$ cat src/design/fsp_pkg.sv
// Constants, field positions and state types of the four-mode serial port.
// Assumes a single 50 MHz system clock and an 8-bit special-register bus.
package fsp_pkg;

	// ----------------------------------------------------------------
	// Register map
	// ----------------------------------------------------------------
	localparam logic [7:0] FSP_CTRL_ADDR = 8'h98;
	localparam logic [7:0] FSP_BUF_ADDR = 8'h99;
	localparam logic [7:0] FSP_CTRL_RESET = 8'h00;

	// Serial control field positions
	localparam int FSP_BIT_MODE_HI = 7;
	localparam int FSP_BIT_MODE_LO = 6;
	localparam int FSP_BIT_MPE = 5;
	localparam int FSP_BIT_REN = 4;
	localparam int FSP_BIT_TB8 = 3;
	localparam int FSP_BIT_RB8 = 2;
	localparam int FSP_BIT_TI = 1;
	localparam int FSP_BIT_RI = 0;

	// ----------------------------------------------------------------
	// Timing counts, in system clocks, oversampling ticks or bits
	// ----------------------------------------------------------------
	localparam logic [3:0] FSP_M0_COMPAT_SLOW = 4'h6;
	localparam logic [3:0] FSP_M0_COMPAT_FAST = 4'h3;
	localparam logic [3:0] FSP_M0_FAST_SLOW = 4'h4;
	localparam logic [3:0] FSP_M0_FAST_FAST = 4'h2;
	localparam logic [3:0] FSP_M2_DIV_SLOW = 4'h2;
	localparam logic [3:0] FSP_M2_DIV_FAST = 4'h1;
	localparam logic [3:0] FSP_TICK_LAST = 4'hf;
	localparam logic [3:0] FSP_SAMPLE_MID = 4'h7;
	localparam logic [3:0] FSP_M1_TX_LAST = 4'h9;
	localparam logic [3:0] FSP_M23_TX_LAST = 4'ha;
	localparam logic [3:0] FSP_M1_RX_LAST = 4'h8;
	localparam logic [3:0] FSP_M23_RX_LAST = 4'h9;
	localparam logic [3:0] FSP_RX_SHIFT_BITS = 4'h9;
	localparam logic [2:0] FSP_M0_LAST_BIT = 3'h7;

	// ----------------------------------------------------------------
	// Types
	// ----------------------------------------------------------------
	typedef enum logic [1:0] {
		FSP_MODE_SHIFT,
		FSP_MODE_UART8,
		FSP_MODE_UART9_FIXED,
		FSP_MODE_UART9_TIMER
	} fsp_mode_t;

	typedef enum logic [0:0] {
		FSP_TX_IDLE,
		FSP_TX_SHIFT
	} fsp_tx_state_t;

	typedef enum logic [1:0] {
		FSP_RX_IDLE,
		FSP_RX_START,
		FSP_RX_BITS
	} fsp_rx_state_t;

	typedef enum logic [1:0] {
		FSP_SH_IDLE,
		FSP_SH_TX,
		FSP_SH_RX
	} fsp_sh_state_t;

endpackage

$ cat src/design/fsp_core.sv
// Four-mode serial port: shift-register mode and three asynchronous modes.
// Assumes a same-clock special-register bus, timer overflow pulses from
// outside on the same clock, and an external pad for the two-way data pin.
module fsp_core
	import fsp_pkg::*;
#(
	parameter int FIFO_DEPTH = 8
) (
	input wire logic i_clock,
	input wire logic i_rstn,
	input wire logic [7:0] i_sfr_addr,
	input wire logic i_sfr_wr,
	input wire logic [7:0] i_sfr_wdata,
	input wire logic i_sfr_rd,
	output logic [7:0] o_sfr_rdata,
	input wire logic i_bit_wr,
	input wire logic [2:0] i_bit_sel,
	input wire logic i_bit_val,
	input wire logic i_framing_error_select,
	input wire logic i_fast_timing,
	input wire logic i_rate_double,
	input wire logic i_mode0_timer1,
	input wire logic i_async_timer2,
	input wire logic i_timer1_ovf,
	input wire logic i_timer2_ovf,
	input wire logic i_rxd,
	output logic o_rxd,
	output logic o_rxd_oe,
	output logic o_txd,
	output logic o_irq,
	output logic o_tx_ready
);
	// ----------------------------------------------------------------
	// Parameter check
	// ----------------------------------------------------------------
	if (FIFO_DEPTH < 2) begin : g_bad
		$error("fsp_core: FIFO_DEPTH must be at least 2");
	end

	typedef struct packed {
		logic mode_hi;
		logic mode_lo;
		logic mpe;
		logic ren;
		logic tb8;
		logic rb8;
		logic ti;
		logic ri;
		logic fe;
		logic [7:0] rx_buf;
		logic [7:0] rdata;
		logic rxd_meta;
		logic rxd_sync;
		logic rxd_prev;
		logic [3:0] div;
		fsp_tx_state_t tx_st;
		logic [3:0] tx_tick;
		logic [3:0] tx_cnt;
		logic [10:0] tx_sh;
		logic txd;
		fsp_rx_state_t rx_st;
		logic [3:0] rx_tick;
		logic [3:0] rx_cnt;
		logic [8:0] rx_sh;
		fsp_sh_state_t sh_st;
		logic [2:0] sh_cnt;
		logic [7:0] sh_data;
		logic sh_clk;
		logic sh_out;
		logic sh_oe;
		logic pin_txd;
	} fsp_core_state_t;

	fsp_core_state_t st_ff;
	fsp_core_state_t nxt_st;
	fsp_mode_t mode;
	logic [3:0] m0_period;
	logic [3:0] m0_half;
	logic [3:0] m2_div;
	logic m0_timer;
	logic tick16;
	logic m0_rise;
	logic m0_end;
	logic wr_ctrl;
	logic wr_buf;
	logic [7:0] ctrl_byte;
	logic fifo_valid;
	logic fifo_pop;
	logic [8:0] fifo_data;
	logic hw_ti;
	logic hw_ri;
	logic hw_fe;
	logic [7:0] hw_rx_byte;
	logic hw_rb8;
	logic [8:0] rx_shift_next;

	// ----------------------------------------------------------------
	// Rate selection
	// ----------------------------------------------------------------
	assign mode = fsp_mode_t'({st_ff.mode_hi, st_ff.mode_lo});
	assign m0_period = i_fast_timing ? (i_rate_double ? FSP_M0_FAST_FAST : FSP_M0_FAST_SLOW)
		: (i_rate_double ? FSP_M0_COMPAT_FAST : FSP_M0_COMPAT_SLOW);
	assign m0_half = m0_period >> 1;
	assign m0_timer = i_fast_timing && i_mode0_timer1;
	// Timer mode uses one overflow per clock half, so bits need two overflows
	assign m0_rise = m0_timer ? (i_timer1_ovf && !st_ff.sh_clk)
		: (st_ff.div == m0_half - 4'h1);
	assign m0_end = m0_timer ? (i_timer1_ovf && st_ff.sh_clk)
		: (st_ff.div == m0_period - 4'h1);
	assign m2_div = i_rate_double ? FSP_M2_DIV_FAST : FSP_M2_DIV_SLOW;
	// Sixteen ticks per bit: fixed divider in mode 2, timer overflow otherwise
	assign tick16 = (mode == FSP_MODE_UART9_FIXED) ? (st_ff.div == 4'h0)
		: (i_async_timer2 ? i_timer2_ovf : i_timer1_ovf);

	// ----------------------------------------------------------------
	// Register bus decode
	// ----------------------------------------------------------------
	assign wr_ctrl = i_sfr_wr && (i_sfr_addr == FSP_CTRL_ADDR);
	assign wr_buf = i_sfr_wr && (i_sfr_addr == FSP_BUF_ADDR);
	assign ctrl_byte = {i_framing_error_select ? st_ff.fe : st_ff.mode_hi,
		st_ff.mode_lo, st_ff.mpe, st_ff.ren, st_ff.tb8, st_ff.rb8, st_ff.ti, st_ff.ri};

	// Transmit words queue here; a full queue drops the write, see o_tx_ready
	fsp_fifo #(
		.WIDTH(9),
		.DEPTH(FIFO_DEPTH)
	) u_tx_fifo (
		.i_clock(i_clock),
		.i_rstn(i_rstn),
		.i_push_valid(wr_buf),
		.o_push_ready(o_tx_ready),
		.i_push_data({st_ff.tb8, i_sfr_wdata}),
		.o_pop_valid(fifo_valid),
		.i_pop_ready(fifo_pop),
		.o_pop_data(fifo_data)
	);

	assign rx_shift_next = {st_ff.rxd_sync, st_ff.rx_sh[8:1]};

	// ----------------------------------------------------------------
	// Next-state logic
	// ----------------------------------------------------------------
	always_comb begin
		nxt_st = st_ff;
		fifo_pop = 1'h0;
		hw_ti = 1'h0;
		hw_ri = 1'h0;
		hw_fe = 1'h0;
		hw_rx_byte = st_ff.rx_buf;
		hw_rb8 = st_ff.rb8;

		// Two-stage synchroniser on the receive pin
		nxt_st.rxd_meta = i_rxd;
		nxt_st.rxd_sync = st_ff.rxd_meta;
		nxt_st.rxd_prev = st_ff.rxd_sync;

		// Free-running divider for the fixed mode 2 rate
		if (mode != FSP_MODE_SHIFT) begin
			nxt_st.div = (st_ff.div >= m2_div - 4'h1) ? 4'h0 : st_ff.div + 4'h1;
		end

		// Mode 0: one shifter shares the data pin for both directions
		case (st_ff.sh_st)
			FSP_SH_IDLE: begin
				nxt_st.sh_clk = 1'h1;
				nxt_st.sh_oe = 1'h0;
				if (mode == FSP_MODE_SHIFT && fifo_valid) begin
					fifo_pop = 1'h1;
					nxt_st.sh_st = FSP_SH_TX;
					nxt_st.sh_data = fifo_data[7:0];
					nxt_st.sh_out = fifo_data[0];
					nxt_st.sh_oe = 1'h1;
					nxt_st.sh_cnt = 3'h0;
					nxt_st.sh_clk = 1'h0;
					nxt_st.div = 4'h0;
				end else if (mode == FSP_MODE_SHIFT && !st_ff.ri && st_ff.ren) begin
					nxt_st.sh_st = FSP_SH_RX;
					nxt_st.sh_cnt = 3'h0;
					nxt_st.sh_clk = 1'h0;
					nxt_st.div = 4'h0;
				end
			end
			default: begin
				nxt_st.div = m0_end ? 4'h0 : st_ff.div + 4'h1;
				if (m0_rise) begin
					nxt_st.sh_clk = 1'h1;
					if (st_ff.sh_st == FSP_SH_RX) begin
						nxt_st.sh_data = {st_ff.rxd_sync, st_ff.sh_data[7:1]};
					end
				end
				if (m0_end) begin
					if (st_ff.sh_cnt == FSP_M0_LAST_BIT) begin
						nxt_st.sh_st = FSP_SH_IDLE;
						nxt_st.sh_clk = 1'h1;
						nxt_st.sh_oe = 1'h0;
						if (st_ff.sh_st == FSP_SH_TX) begin
							hw_ti = 1'h1;
						end else begin
							hw_ri = 1'h1;
							hw_rx_byte = st_ff.sh_data;
						end
					end else begin
						nxt_st.sh_cnt = st_ff.sh_cnt + 3'h1;
						nxt_st.sh_clk = 1'h0;
						if (st_ff.sh_st == FSP_SH_TX) begin
							nxt_st.sh_data = {1'h0, st_ff.sh_data[7:1]};
							nxt_st.sh_out = st_ff.sh_data[1];
						end
					end
				end
			end
		endcase

		// Asynchronous transmitter
		case (st_ff.tx_st)
			FSP_TX_IDLE: begin
				nxt_st.txd = 1'h1;
				if (mode != FSP_MODE_SHIFT && fifo_valid) begin
					fifo_pop = 1'h1;
					nxt_st.tx_st = FSP_TX_SHIFT;
					nxt_st.tx_tick = 4'h0;
					nxt_st.tx_cnt = 4'h0;
					if (mode == FSP_MODE_UART8) begin
						nxt_st.tx_sh = {2'h3, fifo_data[7:0], 1'h0};
					end else begin
						nxt_st.tx_sh = {1'h1, fifo_data[8], fifo_data[7:0], 1'h0};
					end
					nxt_st.txd = 1'h0;
				end
			end
			default: begin
				if (tick16) begin
					nxt_st.tx_tick = st_ff.tx_tick + 4'h1;
					if (st_ff.tx_tick == FSP_TICK_LAST) begin
						if (st_ff.tx_cnt == ((mode == FSP_MODE_UART8) ? FSP_M1_TX_LAST
							: FSP_M23_TX_LAST)) begin
							nxt_st.tx_st = FSP_TX_IDLE;
							nxt_st.txd = 1'h1;
							hw_ti = 1'h1;
						end else begin
							nxt_st.tx_cnt = st_ff.tx_cnt + 4'h1;
							nxt_st.tx_sh = {1'h1, st_ff.tx_sh[10:1]};
							nxt_st.txd = st_ff.tx_sh[1];
						end
					end
				end
			end
		endcase

		// Asynchronous receiver: own shifter keeps the buffer free
		case (st_ff.rx_st)
			FSP_RX_IDLE: begin
				if (mode != FSP_MODE_SHIFT && st_ff.ren && st_ff.rxd_prev && !st_ff.rxd_sync) begin
					nxt_st.rx_st = FSP_RX_START;
					nxt_st.rx_tick = 4'h0;
					nxt_st.rx_cnt = 4'h0;
				end
			end
			FSP_RX_START: begin
				if (tick16) begin
					nxt_st.rx_tick = st_ff.rx_tick + 4'h1;
					if (st_ff.rx_tick == FSP_SAMPLE_MID) begin
						// A glitch that is high again at mid-bit is no start bit
						nxt_st.rx_st = st_ff.rxd_sync ? FSP_RX_IDLE : FSP_RX_BITS;
						nxt_st.rx_tick = 4'h0;
					end
				end
			end
			default: begin
				if (tick16) begin
					nxt_st.rx_tick = st_ff.rx_tick + 4'h1;
					if (st_ff.rx_tick == FSP_TICK_LAST) begin
						nxt_st.rx_cnt = st_ff.rx_cnt + 4'h1;
						if (st_ff.rx_cnt < FSP_RX_SHIFT_BITS) begin
							nxt_st.rx_sh = rx_shift_next;
						end
						if (st_ff.rx_cnt == ((mode == FSP_MODE_UART8) ? FSP_M1_RX_LAST
							: FSP_M23_RX_LAST)) begin
							nxt_st.rx_st = FSP_RX_IDLE;
							hw_fe = !st_ff.rxd_sync;
							// Mode 1 shifts the stop bit into bit 8
							if (mode == FSP_MODE_UART8) begin
								if (!st_ff.ri && (!st_ff.mpe || rx_shift_next[8])) begin
									hw_ri = 1'h1;
									hw_rx_byte = rx_shift_next[7:0];
									hw_rb8 = rx_shift_next[8];
								end
							end else if (!st_ff.ri && (!st_ff.mpe || st_ff.rx_sh[8])) begin
								hw_ri = 1'h1;
								hw_rx_byte = st_ff.rx_sh[7:0];
								hw_rb8 = st_ff.rx_sh[8];
							end
						end
					end
				end
			end
		endcase

		// Software write of the control register, whole byte or one bit
		if (wr_ctrl) begin
			if (i_framing_error_select) begin
				nxt_st.fe = i_sfr_wdata[FSP_BIT_MODE_HI];
			end else begin
				nxt_st.mode_hi = i_sfr_wdata[FSP_BIT_MODE_HI];
			end
			nxt_st.mode_lo = i_sfr_wdata[FSP_BIT_MODE_LO];
			nxt_st.mpe = i_sfr_wdata[FSP_BIT_MPE];
			nxt_st.ren = i_sfr_wdata[FSP_BIT_REN];
			nxt_st.tb8 = i_sfr_wdata[FSP_BIT_TB8];
			nxt_st.rb8 = i_sfr_wdata[FSP_BIT_RB8];
			nxt_st.ti = i_sfr_wdata[FSP_BIT_TI];
			nxt_st.ri = i_sfr_wdata[FSP_BIT_RI];
		end else if (i_bit_wr) begin
			case (i_bit_sel)
				3'h7: begin
					if (i_framing_error_select) begin
						nxt_st.fe = i_bit_val;
					end else begin
						nxt_st.mode_hi = i_bit_val;
					end
				end
				3'h6: nxt_st.mode_lo = i_bit_val;
				3'h5: nxt_st.mpe = i_bit_val;
				3'h4: nxt_st.ren = i_bit_val;
				3'h3: nxt_st.tb8 = i_bit_val;
				3'h2: nxt_st.rb8 = i_bit_val;
				3'h1: nxt_st.ti = i_bit_val;
				default: nxt_st.ri = i_bit_val;
			endcase
		end

		// Hardware events override a same-cycle software clear
		if (hw_ti) begin
			nxt_st.ti = 1'h1;
		end
		if (hw_ri) begin
			nxt_st.ri = 1'h1;
			nxt_st.rx_buf = hw_rx_byte;
			nxt_st.rb8 = hw_rb8;
		end
		if (hw_fe) begin
			nxt_st.fe = 1'h1;
		end

		// Registered read data, one cycle after the read strobe
		if (i_sfr_rd) begin
			if (i_sfr_addr == FSP_CTRL_ADDR) begin
				nxt_st.rdata = ctrl_byte;
			end else if (i_sfr_addr == FSP_BUF_ADDR) begin
				nxt_st.rdata = st_ff.rx_buf;
			end else begin
				nxt_st.rdata = 8'h00;
			end
		end

		// Transmit pin carries the shift clock in mode 0
		nxt_st.pin_txd = (mode == FSP_MODE_SHIFT) ? nxt_st.sh_clk : nxt_st.txd;
	end

	// ----------------------------------------------------------------
	// State register
	// ----------------------------------------------------------------
	always_ff @(posedge i_clock or negedge i_rstn) begin
		if (!i_rstn) begin
			st_ff <= '0;
			st_ff.rxd_meta <= 1'h1;
			st_ff.rxd_sync <= 1'h1;
			st_ff.rxd_prev <= 1'h1;
			st_ff.txd <= 1'h1;
			st_ff.sh_clk <= 1'h1;
			st_ff.pin_txd <= 1'h1;
		end else begin
			st_ff <= nxt_st;
		end
	end

	// Outputs
	assign o_sfr_rdata = st_ff.rdata;
	assign o_rxd = st_ff.sh_out;
	assign o_rxd_oe = st_ff.sh_oe;
	assign o_txd = st_ff.pin_txd;
	assign o_irq = st_ff.ri || st_ff.ti;
endmodule

$ cat src/design/fsp_fifo.sv
// Small synchronous FIFO with valid/ready on both sides.
// Assumes one clock; a push when full and a pop when empty are ignored.
module fsp_fifo #(
	parameter int WIDTH = 9,
	parameter int DEPTH = 8
) (
	input wire logic i_clock,
	input wire logic i_rstn,
	input wire logic i_push_valid,
	output logic o_push_ready,
	input wire logic [WIDTH-1:0] i_push_data,
	output logic o_pop_valid,
	input wire logic i_pop_ready,
	output logic [WIDTH-1:0] o_pop_data
);
	localparam int AW = $clog2(DEPTH);

	// ----------------------------------------------------------------
	// Parameter check
	// ----------------------------------------------------------------
	if (DEPTH < 2 || (1 << AW) != DEPTH || WIDTH < 1) begin : g_bad
		$error("fsp_fifo: DEPTH must be a power of two of at least 2");
	end

	typedef struct packed {
		logic [DEPTH-1:0][WIDTH-1:0] mem;
		logic [AW:0] wptr;
		logic [AW:0] rptr;
	} fsp_fifo_state_t;

	fsp_fifo_state_t st_ff;
	fsp_fifo_state_t nxt_st;
	logic full;
	logic empty;

	// Extra pointer bit tells full from empty honestly
	assign empty = st_ff.wptr == st_ff.rptr;
	assign full = (st_ff.wptr[AW] != st_ff.rptr[AW]) &&
		(st_ff.wptr[AW-1:0] == st_ff.rptr[AW-1:0]);
	assign o_push_ready = !full;
	assign o_pop_valid = !empty;
	assign o_pop_data = st_ff.mem[st_ff.rptr[AW-1:0]];

	// Pointer and storage update
	always_comb begin
		nxt_st = st_ff;
		if (i_push_valid && !full) begin
			nxt_st.mem[st_ff.wptr[AW-1:0]] = i_push_data;
			nxt_st.wptr = st_ff.wptr + 1'b1;
		end
		if (i_pop_ready && !empty) begin
			nxt_st.rptr = st_ff.rptr + 1'b1;
		end
	end

	// State register
	always_ff @(posedge i_clock or negedge i_rstn) begin
		if (!i_rstn) begin
			st_ff <= '0;
		end else begin
			st_ff <= nxt_st;
		end
	end
endmodule

$ cat config.mk
export PLATFORM = sky130hd
export DESIGN_NAME = fsp_core
export DESIGN_NICKNAME = d
export VERILOG_FILES = /design/src/design/fsp_pkg.sv /design/src/design/fsp_core.sv /design/src/design/fsp_fifo.sv
export SDC_FILE = /design/constraint.sdc
export NUM_CORES = 1
export LEC_CHECK = 0
export ABC_CLOCK_PERIOD_IN_PS = 1950
export BUFFER_PORTS_ARGS = -buffer_cell sky130_fd_sc_hd__buf_4
export CORE_ASPECT_RATIO = 1.1
export CORE_MARGIN = 2
export CORE_UTILIZATION = 55
export CTS_BUF_LIST = sky130_fd_sc_hd__clkbuf_4 sky130_fd_sc_hd__clkbuf_8
export DETAILED_ROUTE_END_ITERATION = 16
export GPL_TIMING_DRIVEN = 0
export PLACE_DENSITY = 0.76
export SLEW_MARGIN = 5
export SYNTH_ARGS = -nofsm -noshare
export SYNTH_HDL_FRONTEND = slang
export SYNTH_SLANG_ARGS = --single-unit
$ cat constraint.sdc
create_clock -name i_clock -period 1.95 [get_ports i_clock]
set_input_delay 0.0975 -clock i_clock [delete_from_list [all_inputs] [get_ports i_clock]]
set_output_delay 0.0975 -clock i_clock [all_outputs]
set_load 0.02 [all_outputs]
# After elaboration in Yosys (flattened, before gate mapping)
# Index checks and enable logic that the tools add are counted.
totals:
  regBits: 169
  output_inout_bits: 13
classes:
  addsub: 11
  order_cmp: 5
  n_eq_ne: 46
  n_mux: 126
  n_bitwise: 2
  n_reduce_logical: 73
ops:
  columns: ["operator", "count"]
  rows:
  - ["$mux W8", 16]
  - ["$bwmux W72", 1]
  - ["$mux W1", 67]
  - ["$mux W21", 3]
  - ["$mux W9", 6]
  - ["$mux W16", 3]
  - ["$add A4 B1 Y4 const B", 7]
  - ["$bmux W9 S3", 1]
  - ["$demux W9 S3", 1]
  - ["$reduce_bool A2 Y1", 13]
  - ["$mux W4", 6]
  - ["$reduce_and A4 Y1", 6]
  - ["$reduce_bool A3 Y1", 8]
  - ["$eq A4 B4 Y1", 5]
  - ["$mux W10", 2]
  - ["$mux W19", 1]
  - ["$logic_and A1 B1 Y1", 18]
  - ["$ne A2 B2 Y1 const B", 9]
  - ["$eq A8 B8 Y1 const B", 2]
  - ["$reduce_and A2 Y1", 8]
  - ["$eq A3 B3 Y1 const B", 5]
  - ["$mux W15", 1]
  - ["$mux W2", 7]
  - ["$mux W13", 1]
  - ["36 further kinds", 66]

# Depth between registers and ports, before layout
# Gate-level depths: netlist of run 1.
logic_depth:
  depth_word: 15
  ltp_mapped: 9
  ltp_nobuf: 7

# Modules after synthesis
# From an unflattened synthesis of run 1, not the netlist that was laid out.
hier_totals:
  cells_unflattened: 739
  area_unflattened_um2: 8973.6
by_module_without_submodules:
  columns: ["module", "instances", "cells_each", "area_per_inst_um2", "seq_area_each_um2"]
  rows:
  - ["fsp_core", 1, 510, 5136.2, 2209.6]
  - ["fsp_fifo", 1, 229, 3837.4, 2001.9]

# Least setup slack after synthesis of run 1
# OpenSTA, ideal clock, no wires.
synth_timing:
  path_kind: "flip-flop to flip-flop"
  from: "reg u_tx_fifo.st_ff[0] (netlist name)"
  to: "reg st_ff[10] (netlist name)"
  setup_time_ns: 0.126
  t_arrival_ns: 1.997
  required_ns: 1.824
  setup_slack_ns: -0.173
  stages_incl_launch_ff: 7
  path_buffers: 2
  synth_period_minus_slack_ns: 2.123
  path_cell_list: "dfrtp_1 > buf_2 > buf_2 > mux4_2 > mux2i_1 > nor2_1 > a221o_1"
synth_via:
  elab_chain_cells: 4
  elab_cells_between_ends: 8
  classes_between: "2 x eq/ne; 4 x mux; 2 x reduce/logical"
synth_rtl:
  columns: ["element", "line_no", "source"]
  rows:
  - ["start, declared", "fsp_fifo.sv:31", "fsp_fifo_state_t st_ff;"]
  - ["start signal, assigned", "fsp_fifo.sv:61", "st_ff <= nxt_st;"]
  - ["$bmux W9 S3 or $eq A4 B4 Y1 (tied branches)", "fsp_fifo.sv:42, fsp_fifo.sv:37", null]
  - ["$mux W9 (implied by the code) or $logic_not A1 Y1 (tied branches)", "fsp_fifo.sv:42, fsp_fifo.sv:41", null]
  - ["$mux W8 or $logic_and A1 B1 Y1 (tied branches)", "fsp_core.sv:167", "if (mode == FSP_MODE_SHIFT && fifo_valid) begin"]
  - ["$mux W16 or $ne A2 B2 Y1 (tied branches)", null, null]
  - ["end signal, assigned", "fsp_core.sv:373", "st_ff <= nxt_st;"]
  - ["end, declared", "fsp_core.sv:74", "fsp_core_state_t st_ff;"]
# Parallel ways exist; a longest one is shown, timed or not. The select of a mux whose other input is x is not followed.
# A chain may end at the register's enable or synchronous reset.

# Final worst setup path of run 1
layout_timing:
  from: "reg u_tx_fifo.st_ff[1] (netlist name)"
  to: "reg u_tx_fifo.st_ff[21] (netlist name)"
layout_via:
  elab_chain_cells: 4
layout_rtl:
  columns: ["element", "line_no", "source"]
  rows:
  - ["$eq A3 B3 Y1", "fsp_fifo.sv:39", "(st_ff.wptr[AW-1:0] == st_ff.rptr[AW-1:0]);"]
  - ["$logic_and A1 B1 Y1", "fsp_fifo.sv:38", "assign full = (st_ff.wptr[AW] != st_ff.rptr[AW]) &&"]
  - ["$logic_not A1 Y1", "fsp_fifo.sv:47", "if (i_push_valid && !full) begin"]
  - ["$logic_and A1 B1 Y1", "fsp_fifo.sv:47", null]
# No other way between the ends.

==> metrics, run 1 <==
status=finished with violations; failing checks=negative setup slack; height of the die=136 um; area grow syn2layout=26.8%; filler cell count=1009; Num CTS Buffers=17; core box area=0.0156 mm2; CP delay by family, top=simple AND/OR/NAND/NOR gates; WL met3=880 um; setup tns final=-5.44 ns; post-route cell area=0.0110 mm2; syn_nets=765; Worst-Skew Late Latency=0.46 ns; CTS tree=yes; Hold Vio Cnt, Final=0; Ys Warns=0; dpl cells=960; clk slew on worst S/H paths=0.09 ns; Slew @ Worst Pin=0.709 ns; # port buffers=42; Pre-antenna DRT Iters=7; DP HPWL=14.5 mm; Layout Cells excl Fill=1049; number of global-route vias before repair=6740; RSZ-0062 raised after global routing=yes; Hold WS=0.0260 ns; CP Class=register to register; drt drc=0; crit share post-route=107%; Max stage delay on crit path=0.59 ns; H-tree depth=4; initial antenna violation count=0; first-pass GRT wire length=34.8 mm; Slew HR=52.5%; critical path capture point type=register; final setup fails=101; Setup crit start kind=register; Async SR Flop Fraction=100%; hold path depth=3; Arrival @ worst endpoint=2.43 ns; post-synth cell types=71; Achievable Freq=479 MHz; drt wl/cell=21.6 um; Worst IR Drop VDD=0.592 mV; Buffers & Inverters on Critical Path=1; n_diodes=0; Longest Clk Path Bufs=2; Die X=124 um; Initial DRC Count=429; Leak Pwr=0.00492 uW; Placement Cell Area=0.00937 mm2; FF+latch area=0.00422 mm2; setup ws final=-0.137 ns; post-synthesis sequential area ratio=48.3%; Overflow after GRT=0; GRT Resource Usage Total=27.2%; Crit path required time=2.29 ns; max_cap viols=0; DIE AREA=0.0169 mm2; synthesized area per cell=12.1 um2; Yosys reg bits=168; routed wire length=22.6 mm; final net count=884; slowest CP cell=or4_4; largest net degree at the start of global routing=115; DP Worst Slack=-0.634 ns; multi-input logic area=0.00476 mm2; Cells after Synth=717; CP Max Fanout=9; R2R cell count=6; # rows=48; top_reg_cell synth=dfrtp_1; pwr dens=932 mW/mm2; Final Slew Violations=0; critical path depth in cells=6; clock sink count=168; Metal-1 WL=9.17 mm; via count=6530; root buffer cell=clkbuf_8; Starting Density=55.8%; DR top layer=met4; Post-synth EDFFs=0; layout cells sized above 1=44.9%; Detail Route Antenna Nets=0; Setup Skew=0.00907 ns; Tmin final=2.09 ns; DR vias/cell=6.22; Mapped Area=0.00871 mm2; DR WL met2=12.0 mm; routability congestion estimate=0.862; crit-path cells=xor2_4 -> or4_4 -> nand3_4 -> nor3_4 -> buf_12 -> mux2_2; hold crit path type=input port to register; IO Count=46
## registers in the layout, indices dropped and copies added (netlist names)
register         flops
nxt_st               2
o_sfr_rdata          8
o_rxd                1
mode                 1
rx_shift_next        8
st_ff               59
ctrl_byte            7
o_txd                1
u_tx_fifo.st_ff     80
o_rxd_oe             1
## kinds of logic after synthesis
logic type	synth area share, %
DFF	48.3
adders and majority gates	2.15
xor gates and xnor gates	2.01
buffers and inverters	4.01
and+or+nand+nor	11.5
muxes	19.5
AOI/OAI and AO/OA	12.5
## layout by cell type, fill, tap and decap left out, types with 5 or more instances in the layout
cell type	count
dfrtp_1	152
mux2_2	89
buf_4	88
nand2_1	35
inv_1	33
nor2_1	22
clkbuf_8	22
mux2i_1	20
o21ai_0	20
mux4_2	18
buf_6	17
a221o_1	15
a22o_1	13
ha_1	13
nand2b_1	12
a21oi_1	10
nand3_1	10
o22ai_1	10
dfrtp_2	10
dlygate4sd3_1	10
xnor2_1	8
a22oi_1	8
a221oi_2	8
a211oi_2	8
clkbuf_1	7
nor2_4	7
or2_2	6
xor2_1	6
a21oi_2	6
buf_12	6
dfstp_2	6
a21o_1	5
mux2i_4	5
## worst paths after layout
check / from / end / slack (ns)
max reg2reg: u_tx_fifo.st_ff[1] / u_tx_fifo.st_ff[21] / -0.14
min: i_bit_val / ctrl_byte[6] / 0.03
max: u_tx_fifo.st_ff[1] / u_tx_fifo.st_ff[21] / -0.14
max in group asynchronous: i_rstn / u_tx_fifo.st_ff[0] / 0.89
min reg2reg: nxt_st[62] / nxt_st[61] / 0.37
min in group asynchronous: i_rstn / st_ff[26] / 0.12
## power breakdown
group | internal, uW | total, uW | switching, uW | leakage, uW
combinational | 1590 | 3190 | 1600 | 0.00251
clock | 1400 | 2670 | 1270 | 0.000214
sequential | 3930 | 4430 | 494 | 0.00220
## metal layers
metal  vias to the layer above  track usage [%]
met2                       203             47.0
met4                         0             11.3
met1                      3379             33.6
met3                        52             4.66
met5                         -                0
li1                       2896                -
## worst reg2reg max path, stage by stage (launching register included)
cell     delay [ns]
dfrtp_2        0.48
xor2_4         0.21
or4_4          0.59
nand3_4        0.18
nor3_4         0.08
buf_12         0.15
mux2_2         0.28
## cell type report
class,count,area share (%)
flip-flops and latches,168,38.2
inverters,33,1.12
repair buffers,106,8.54
clock buffers,21,2.62
plain buffers,34,2.79
well taps,200,2.27
clock inverters,11,1.31
multi-input cells,476,43.1
## timing repair
| action | 4_1_cts | 5_1_grt |
|---|---|---|
| endpoints found under the setup margin | 140 | 127 |
| resized for setup | 87 | 69 |
| gates cloned | 2 | 3 |
| hold endpoints to repair | 125 | 0 |
| hold buffers | 10 | 0 |
| pin swaps | 22 | 29 |
| setup buffers | 26 | 28 |
## per-stage QoR
step           util, %  total power [uW]
2_1_floorplan        -              5940
3_3_place_gp      59.8              6580
3_5_place_dp      60.0              6720
4_1_cts           67.3              9780
5_1_grt           70.7             10800
6_report          70.7             10300
## Yosys cell counts, drive strengths merged (7+ instances only)
cell | instances | area, um2
dfrtp | 162 | 4050
mux2 | 90 | 1010
nand2 | 37 | 139
inv | 33 | 124
nor2 | 32 | 165
mux2i | 28 | 280
buf | 26 | 165
o21ai | 24 | 120
a21oi | 18 | 93.8
mux4 | 18 | 405
clkbuf | 16 | 60.1
a221o | 15 | 150
ha | 15 | 188
nand2b | 14 | 87.6
a22o | 13 | 114
a211oi | 12 | 95.1
nand3 | 12 | 72.6
xnor2 | 11 | 96.3
o22ai | 10 | 62.6
xor2 | 9 | 78.8
a221oi | 8 | 70.1
a22oi | 8 | 60.1
nor3 | 7 | 67.6
or2 | 7 | 43.8
Note: power is estimated with default switching activity, not from simulation.
==> inputs of run 2 (changes only) <==
--- a/config.mk
+++ b/config.mk
@@ -17,4 +17,5 @@
 export SLEW_MARGIN = 5
 export SYNTH_ARGS = -nofsm -noshare
 export SYNTH_HDL_FRONTEND = slang
+export SYNTH_HIERARCHICAL = 1
 export SYNTH_SLANG_ARGS = --single-unit
==> run 2 against run 1 <==
The run still ends with negative setup slack left. Fmax fell by 1.1%. Routed wire length fell by 0.99%. Core utilization fell by 1.6 points. Sequential cell count did not move. Final cell count rose by 1.0%. Non-clock buffer count fell by 9. Die area rose by 2.9%. Sequential share of layout area rose by 0.32 points. Cell area fell by 0.83%. Setup slack got worse by 0.023 ns. Clock power fell by 9.4%.
==> metrics, run 2 <==
status=finished with violations; failing checks=negative setup slack; Area contributors post-synth=dfrtp_1, mux2_2, mux2_4, mux4_2, mux2i_1; Yosys reg bits=168 (unchanged); setup ws final=-0.161 ns (-0.0234 ns); drt wl/cell=21.1 um (-2.0%); Num CTS Buffers=17 (unchanged); via count=6630 (+1.5%); Post-synth EDFFs=0 (unchanged); core box area=0.0159 mm2 (+1.5%); Slew HR=49.6% (-2.8 points); Post-Synth XOR/XNOR Area=2.13% (+0.12 points); # port buffers=42 (unchanged); first-pass GRT wire length=34.4 mm (-1.2%); Most common cell on crit path=mux2_2; Initial DRC Count=509 (+19%); most frequent cells in the layout=dfrtp_1, buf_4, mux2_2; post-synth cell types=72 (+1.4%); Longest Clk Path Bufs=2 (unchanged); CP Class=register to register; Finished Core Util=69.1% (-1.6 points); filler cell count=1088 (+7.8%); Hold Vio Cnt, Final=0 (unchanged); biggest regs=u_tx_fifo/st_ff (80), st_ff (59); DP Worst Slack=-0.784 ns (-0.150 ns); top_reg_cell synth=dfrtp_1; complex-gate fraction of the synthesized area=12.7% (+0.25 points); area share of and/or/nand/nor cells after synthesis=10.9% (-0.57 points); Pre-antenna DRT Iters=5 (-2); final setup fails=29 (-71%); top post-synthesis cells by count=dfrtp_1, mux2_2, nor2_1; Mapped Area=0.00897 mm2 (+3.0%); post-synthesis mux area share=21.4% (+1.9 points); Starting Density=56.6% (+0.81 points); Layout Cells excl Fill=1060 (+1.0%); max FFs per register=80 (unchanged); Achievable Freq=474 MHz (-1.1%); Cells after Synth=739 (+3.1%); height of the die=138 um (+1.5%); max_cap viols=0 (unchanged); CTS tree=yes; Worst-Skew Late Latency=0.47 ns (about the same); IO Count=46 (unchanged); routed wire length=22.4 mm (-0.99%); hold crit path type=input port to register; Arrival @ worst endpoint=2.47 ns (+0.04 ns); dpl cells=982 (+2.3%); RSZ-0062 raised after global routing=yes; Overflow after GRT=0 (unchanged); initial antenna violation count=0 (unchanged); Most flops, register=u_tx_fifo/st_ff; Buffers & Inverters on Critical Path=1 (unchanged); clk slew on worst S/H paths=0.09 ns (about the same); Die X=126 um (+1.5%); Crit path required time=2.30 ns (about the same); largest family of logic cells by synthesized area=multiplexers; Setup Skew=0.0126 ns (+0.00355 ns); Async SR Flop Fraction=100% (unchanged); Leak Pwr=0.00493 uW (about the same); largest net degree at the start of global routing=116 (+0.87%); post-synthesis sequential area ratio=46.9% (-1.4 points); n_diodes=0 (unchanged); critical path capture point type=register; drt drc=0 (unchanged); Ys Warns=6 (+6); DIE AREA=0.0174 mm2 (+2.9%); clock sink count=168 (unchanged); Final Slew Violations=0 (unchanged); Slew @ Worst Pin=0.756 ns (+0.0463 ns); crit-path cells=buf_12 -> mux4_2 -> mux2_2 -> a22o_1 -> mux2_2; root buffer cell=clkbuf_8; Worst IR Drop VDD=0.457 mV (-23%); pwr dens=876 mW/mm2 (-6.0%); H-tree depth=4 (unchanged); post-route cell area=0.0110 mm2 (-0.83%); post-synthesis adder-cell area fraction=2.09% (-0.063 points); routability congestion estimate=0.874 (+1.4%); area grow syn2layout=22.1%; Detail Route Antenna Nets=0 (unchanged); DP HPWL=14.7 mm (+1.5%); GRT Resource Usage Total=25.3% (-1.9 points); Tmin final=2.11 ns (+0.0234 ns); Placement Cell Area=0.00960 mm2 (+2.5%); Setup crit start kind=register; most common cell after layout, fill and taps aside=dfrtp_1; CP delay by family, top=multiplexers; crit share post-route=108% (+1.2 points); top-area cell type share of the netlist area=45.2% (-1.4 points); top-count cell post-synth=dfrtp_1; synthesized area per cell=12.1 um2 (about the same); DR vias/cell=6.25 (+0.48%); number of global-route vias before repair=6665 (-1.1%); CP Max Fanout=10 (+1); Max stage delay on crit path=0.51 ns (-0.08 ns); final net count=895 (+1.2%); # rows=48 (unchanged); syn_nets=787 (+2.9%); Power Total=9590 uW (-6.8%); layout cells sized above 1=43.3% (-1.6 points); area leader, netlist=dfrtp_1; slowest CP cell=mux4_2
run 2: layer usage:
layer	up-vias	track usage [%]	wire (um)
li1	2977	-	-
met3	53	4.21	899
met5	-	0	0
met2	207	44.7	11800
met1	3393	31.1	9070
met4	0	10.5	655
run 2: final timing paths:
| path | slack, ns | cells past startpoint | from | endpoint |
|---|---|---|---|---|
| min in group asynchronous | 0.13 | 2 | i_rstn | rx_shift_next[0] |
| setup reg to reg | -0.16 | 5 | u_tx_fifo/st_ff[0] | st_ff[43] |
| setup / recovery | -0.16 | 5 | u_tx_fifo/st_ff[0] | st_ff[43] |
| hold reg to reg | 0.36 | 0 | nxt_st[62] | nxt_st[61] |
| hold / removal | 0.04 | 3 | i_framing_error_select | mode[1] |
| max in group asynchronous | 0.89 | 3 | i_rstn | ctrl_byte[6] |
run 2: kinds of logic after synthesis:
group	after synthesis
AND/OR/NAND/NOR	166
adder cells (fa/ha/maj)	15
AO/OA/AOI/OAI	156
multiplexers	146
XOR/XNOR	21
buffers and inverters	67
flip-flops	168
run 2: worst min-delay path, stage by stage:
cell and delay (ns):
buf_4 0.11, a21oi_1 0.05, mux2_2 0.21
run 2: repair_timing:
action,CTS,global route
setup buffers,13,26
cloned,1,4
pin swaps,9,26
setup endpoints to repair,80,90
hold buffers,11,0
gates resized for setup,61,86
hold endpoints to repair,123,0
run 2: power breakdown:
part	leakage, uW	internal [uW]	switching, uW
clock	0.000194	1110	1310
combinational	0.00252	1270	1480
sequential	0.00221	3900	519
run 2: cell type report:
class | instances | area, um2 | area share (%)
Sequential cell | 168 | 4220 | 38.6
Clock buffer | 20 | 269 | 2.46
Tap cell | 200 | 250 | 2.28
Timing Repair Buffer | 96 | 831 | 7.59
Inverter | 24 | 90.1 | 0.822
Buffer | 35 | 287 | 2.62
Multi-Input combinational cell | 505 | 4890 | 44.6
Clock inverter | 12 | 116 | 1.06
run 2: through the flow:
stage,hold slack (ns),setup TNS [ns]
3_3_place_gp,0.207,-44.48
6_report,0.0385,-1.91
4_1_cts,0.0199,-1.14
5_1_grt,0.0278,-6.12
3_5_place_dp,0.0399,-44.59
2_1_floorplan,-0.198,-0.634
==> inputs of run 3 (changes only) <==
--- a/config.mk
+++ b/config.mk
@@ -6,13 +6,14 @@
 export NUM_CORES = 1
 export LEC_CHECK = 0
 export ABC_CLOCK_PERIOD_IN_PS = 1950
-export BUFFER_PORTS_ARGS = -buffer_cell sky130_fd_sc_hd__buf_4
+export BUFFER_PORTS_ARGS = -buffer_cell sky130_fd_sc_hd__buf_2
 export CORE_ASPECT_RATIO = 1.1
 export CORE_MARGIN = 2
 export CORE_UTILIZATION = 55
 export CTS_BUF_LIST = sky130_fd_sc_hd__clkbuf_4 sky130_fd_sc_hd__clkbuf_8
 export DETAILED_ROUTE_END_ITERATION = 16
 export GPL_TIMING_DRIVEN = 0
+export HOLD_SLACK_MARGIN = 0.06
 export PLACE_DENSITY = 0.76
 export SLEW_MARGIN = 5
 export SYNTH_ARGS = -nofsm -noshare
==> run 3 against run 2 <==
The run still ends with negative setup slack left. Die area is the same. Clock skew grew 0.0026 ns. Clock power grew 14%. Fmax shrank 4.2%. Core utilization grew 1.3 points. Sequential power is essentially flat. Clock-buffer cell count grew 1. Largest power group unchanged. Non-clock buffer count grew 14. Total power grew 4.5%. Global-route usage shrank 0.19 points. Critical path type unchanged. Via count grew 1.5%. Hold slack gained 0.11 ns.
==> metrics, run 3 (same netlist as run 2, synthesis figures left out) <==
Die X=126 um (unchanged); drt wl/cell=21.3 um (+0.87%); Slew @ Worst Pin=0.775 ns (+0.0191 ns); Hold Path Sink=o_sfr_rdata[3]; largest net degree at the start of global routing=108 (-6.9%); max_cap viols=0 (unchanged); drt drc=0 (unchanged); GRT Resource Usage Total=25.1% (-0.19 points); R2R cell count=11 (+6); DR vias/cell=6.26 (about the same); Arrival @ worst endpoint=2.55 ns (+0.08 ns); routed wire length=22.9 mm (+2.3%); Starting Density=56.6% (unchanged); max FFs per register=80 (unchanged); number of global-route vias before repair=6697 (+0.48%); met2 usage=44.7% (unchanged); hold wc startpoint=i_sfr_addr[0]; clock sink count=168 (unchanged); filler cell count=1100 (+1.1%); status=finished with violations; routability congestion estimate=0.861 (-1.5%); Setup Skew=0.0152 ns (+0.00259 ns); CP Class=register to register; Worst IR Drop VDD=0.437 mV (-4.5%); Setup crit start kind=register; H-tree depth=4 (unchanged); n_diodes=0 (unchanged); Achievable Freq=454 MHz (-4.2%); Leak Pwr=0.00505 uW (+2.6%); Slew HR=48.4% (-1.3 points); Crit path required time=2.30 ns (about the same); DP HPWL=14.7 mm (-0.23%); Tmin final=2.20 ns (+0.0929 ns); crit share post-route=113% (+4.8 points); first-pass GRT wire length=34.3 mm (-0.28%); biggest regs=u_tx_fifo/st_ff (80), st_ff (59); Most flops, register=u_tx_fifo/st_ff; Power Total=10000 uW (+4.5%); Longest Clk Path Bufs=2 (unchanged); crit path from=u_tx_fifo/st_ff[4]; final setup fails=76 (+160%); root buffer cell=clkbuf_8; FF+latch area=0.00422 mm2 (unchanged); # port buffers=42 (unchanged); multi-input logic area=0.00499 mm2 (+2.2%); critical path capture point type=register; most common cell after layout, fill and taps aside=dfrtp_1; Initial DRC Count=449 (-12%); CTS tree=yes; post-route cell area=0.0112 mm2 (+1.9%); GR peak layer=met2; clk slew on worst S/H paths=0.08 ns (about the same); worst r2r src=u_tx_fifo/st_ff[4]; Worst-Skew Late Latency=0.46 ns (about the same); failing checks=negative setup slack; hold crit path type=input port to register; CP Max Fanout=8 (-2); IO Count=46 (unchanged); RSZ-0062 raised after global routing=yes; pwr dens=898 mW/mm2 (+2.5%); DIE AREA=0.0174 mm2 (unchanged); Hold Vio Cnt, Final=0 (unchanged); core box area=0.0159 mm2 (unchanged); final net count=911 (+1.8%); setup ws final=-0.253 ns (-0.0929 ns); Final Slew Violations=0 (unchanged); Num CTS Buffers=17 (unchanged); reg-to-reg endpoint=u_tx_fifo/st_ff[1]; area grow syn2layout=24.4%; R2R Setup Slk=-0.25 ns (-0.09 ns); layout cells sized above 1=43.9% (+0.63 points); met1 Use GR=31.1% (about the same); most frequent cells in the layout=dfrtp_1, mux2_2, buf_2, buf_4, mux2_4; initial antenna violation count=0 (unchanged); # rows=48 (unchanged); Pre-antenna DRT Iters=5 (unchanged); hold path depth=3 (unchanged); M3 GR Usage=3.78% (-0.42 points); Overflow after GRT=0 (unchanged); Placement Cell Area=0.00950 mm2 (-1.1%); height of the die=138 um (unchanged); Detail Route Antenna Nets=0 (unchanged); via count=6729 (+1.5%)
run 3: critical path, stage by stage, from the launching register on:
cell	delay [ns]
dfrtp_1	0.42
buf_6	0.17
xnor2_4	0.13
nand4_1	0.12
buf_6	0.16
buf_4	0.12
buf_6	0.08
nand2_4	0.05
o21ai_4	0.21
inv_2	0.07
a41o_4	0.27
mux2_2	0.28
run 3: power by group:
group / switching (uW) / total [uW] / internal (uW)
combinational: 1510 / 2850 / 1340
sequential: 506 / 4410 / 3900
clock: 1270 / 2760 / 1490
run 3: repair_timing:
action,CTS,global route
buffers inserted,16,33
setup endpoints to repair,80,95
pin swaps,10,34
hold endpoints to repair,138,0
gates cloned,1,6
hold buffers,16,0
gates resized for setup,59,119
run 3: area by class of cell:
cell class | count | share of cell area, %
inverter | 24 | 0.807
tap | 200 | 2.24
sequential | 168 | 37.8
timing repair buffer | 112 | 8.00
clock inverter | 10 | 1.50
multi-input combinational | 507 | 44.7
buffer | 33 | 2.43
clock buffer | 21 | 2.48
run 3: worst max-delay path by stage:
stage | slack, ns | depth (start not counted) | end
2_1_floorplan | -0.04 | 8 | st_ff[39]
3_3_place_gp | -1.65 | 1 | u_tx_fifo/st_ff[17]
3_5_place_dp | -0.82 | 7 | u_tx_fifo/st_ff[1]
4_1_cts | -0.14 | 9 | st_ff[45]
5_1_grt | -0.28 | 11 | u_tx_fifo/st_ff[1]
6_report | -0.25 | 11 | u_tx_fifo/st_ff[1]
run 3: metrics by stage:
step | setup TNS (ns) | hold slack, ns | setup slack [ns] | cells | utilization, %
2_1_floorplan | -0.634 | -0.198 | -0.0433 | 739 | -
3_3_place_gp | -302.52 | 0.203 | -1.65 | 981 | 59.7
3_5_place_dp | -44.45 | 0.0768 | -0.820 | 982 | 59.9
4_1_cts | -1.47 | 0.129 | -0.143 | 1041 | 65.9
5_1_grt | -12.42 | 0.155 | -0.280 | 1075 | 70.4
6_report | -5.84 | 0.151 | -0.253 | 1075 | 70.4
run 3: layer usage:
layer	wire [um]	part of all wire, %	vias up
li1	-	-	3028
met1	9440	41	3483
met2	12100	53	172
met3	813	3.5	46
met4	597	2.6	0
met5	0	0	-
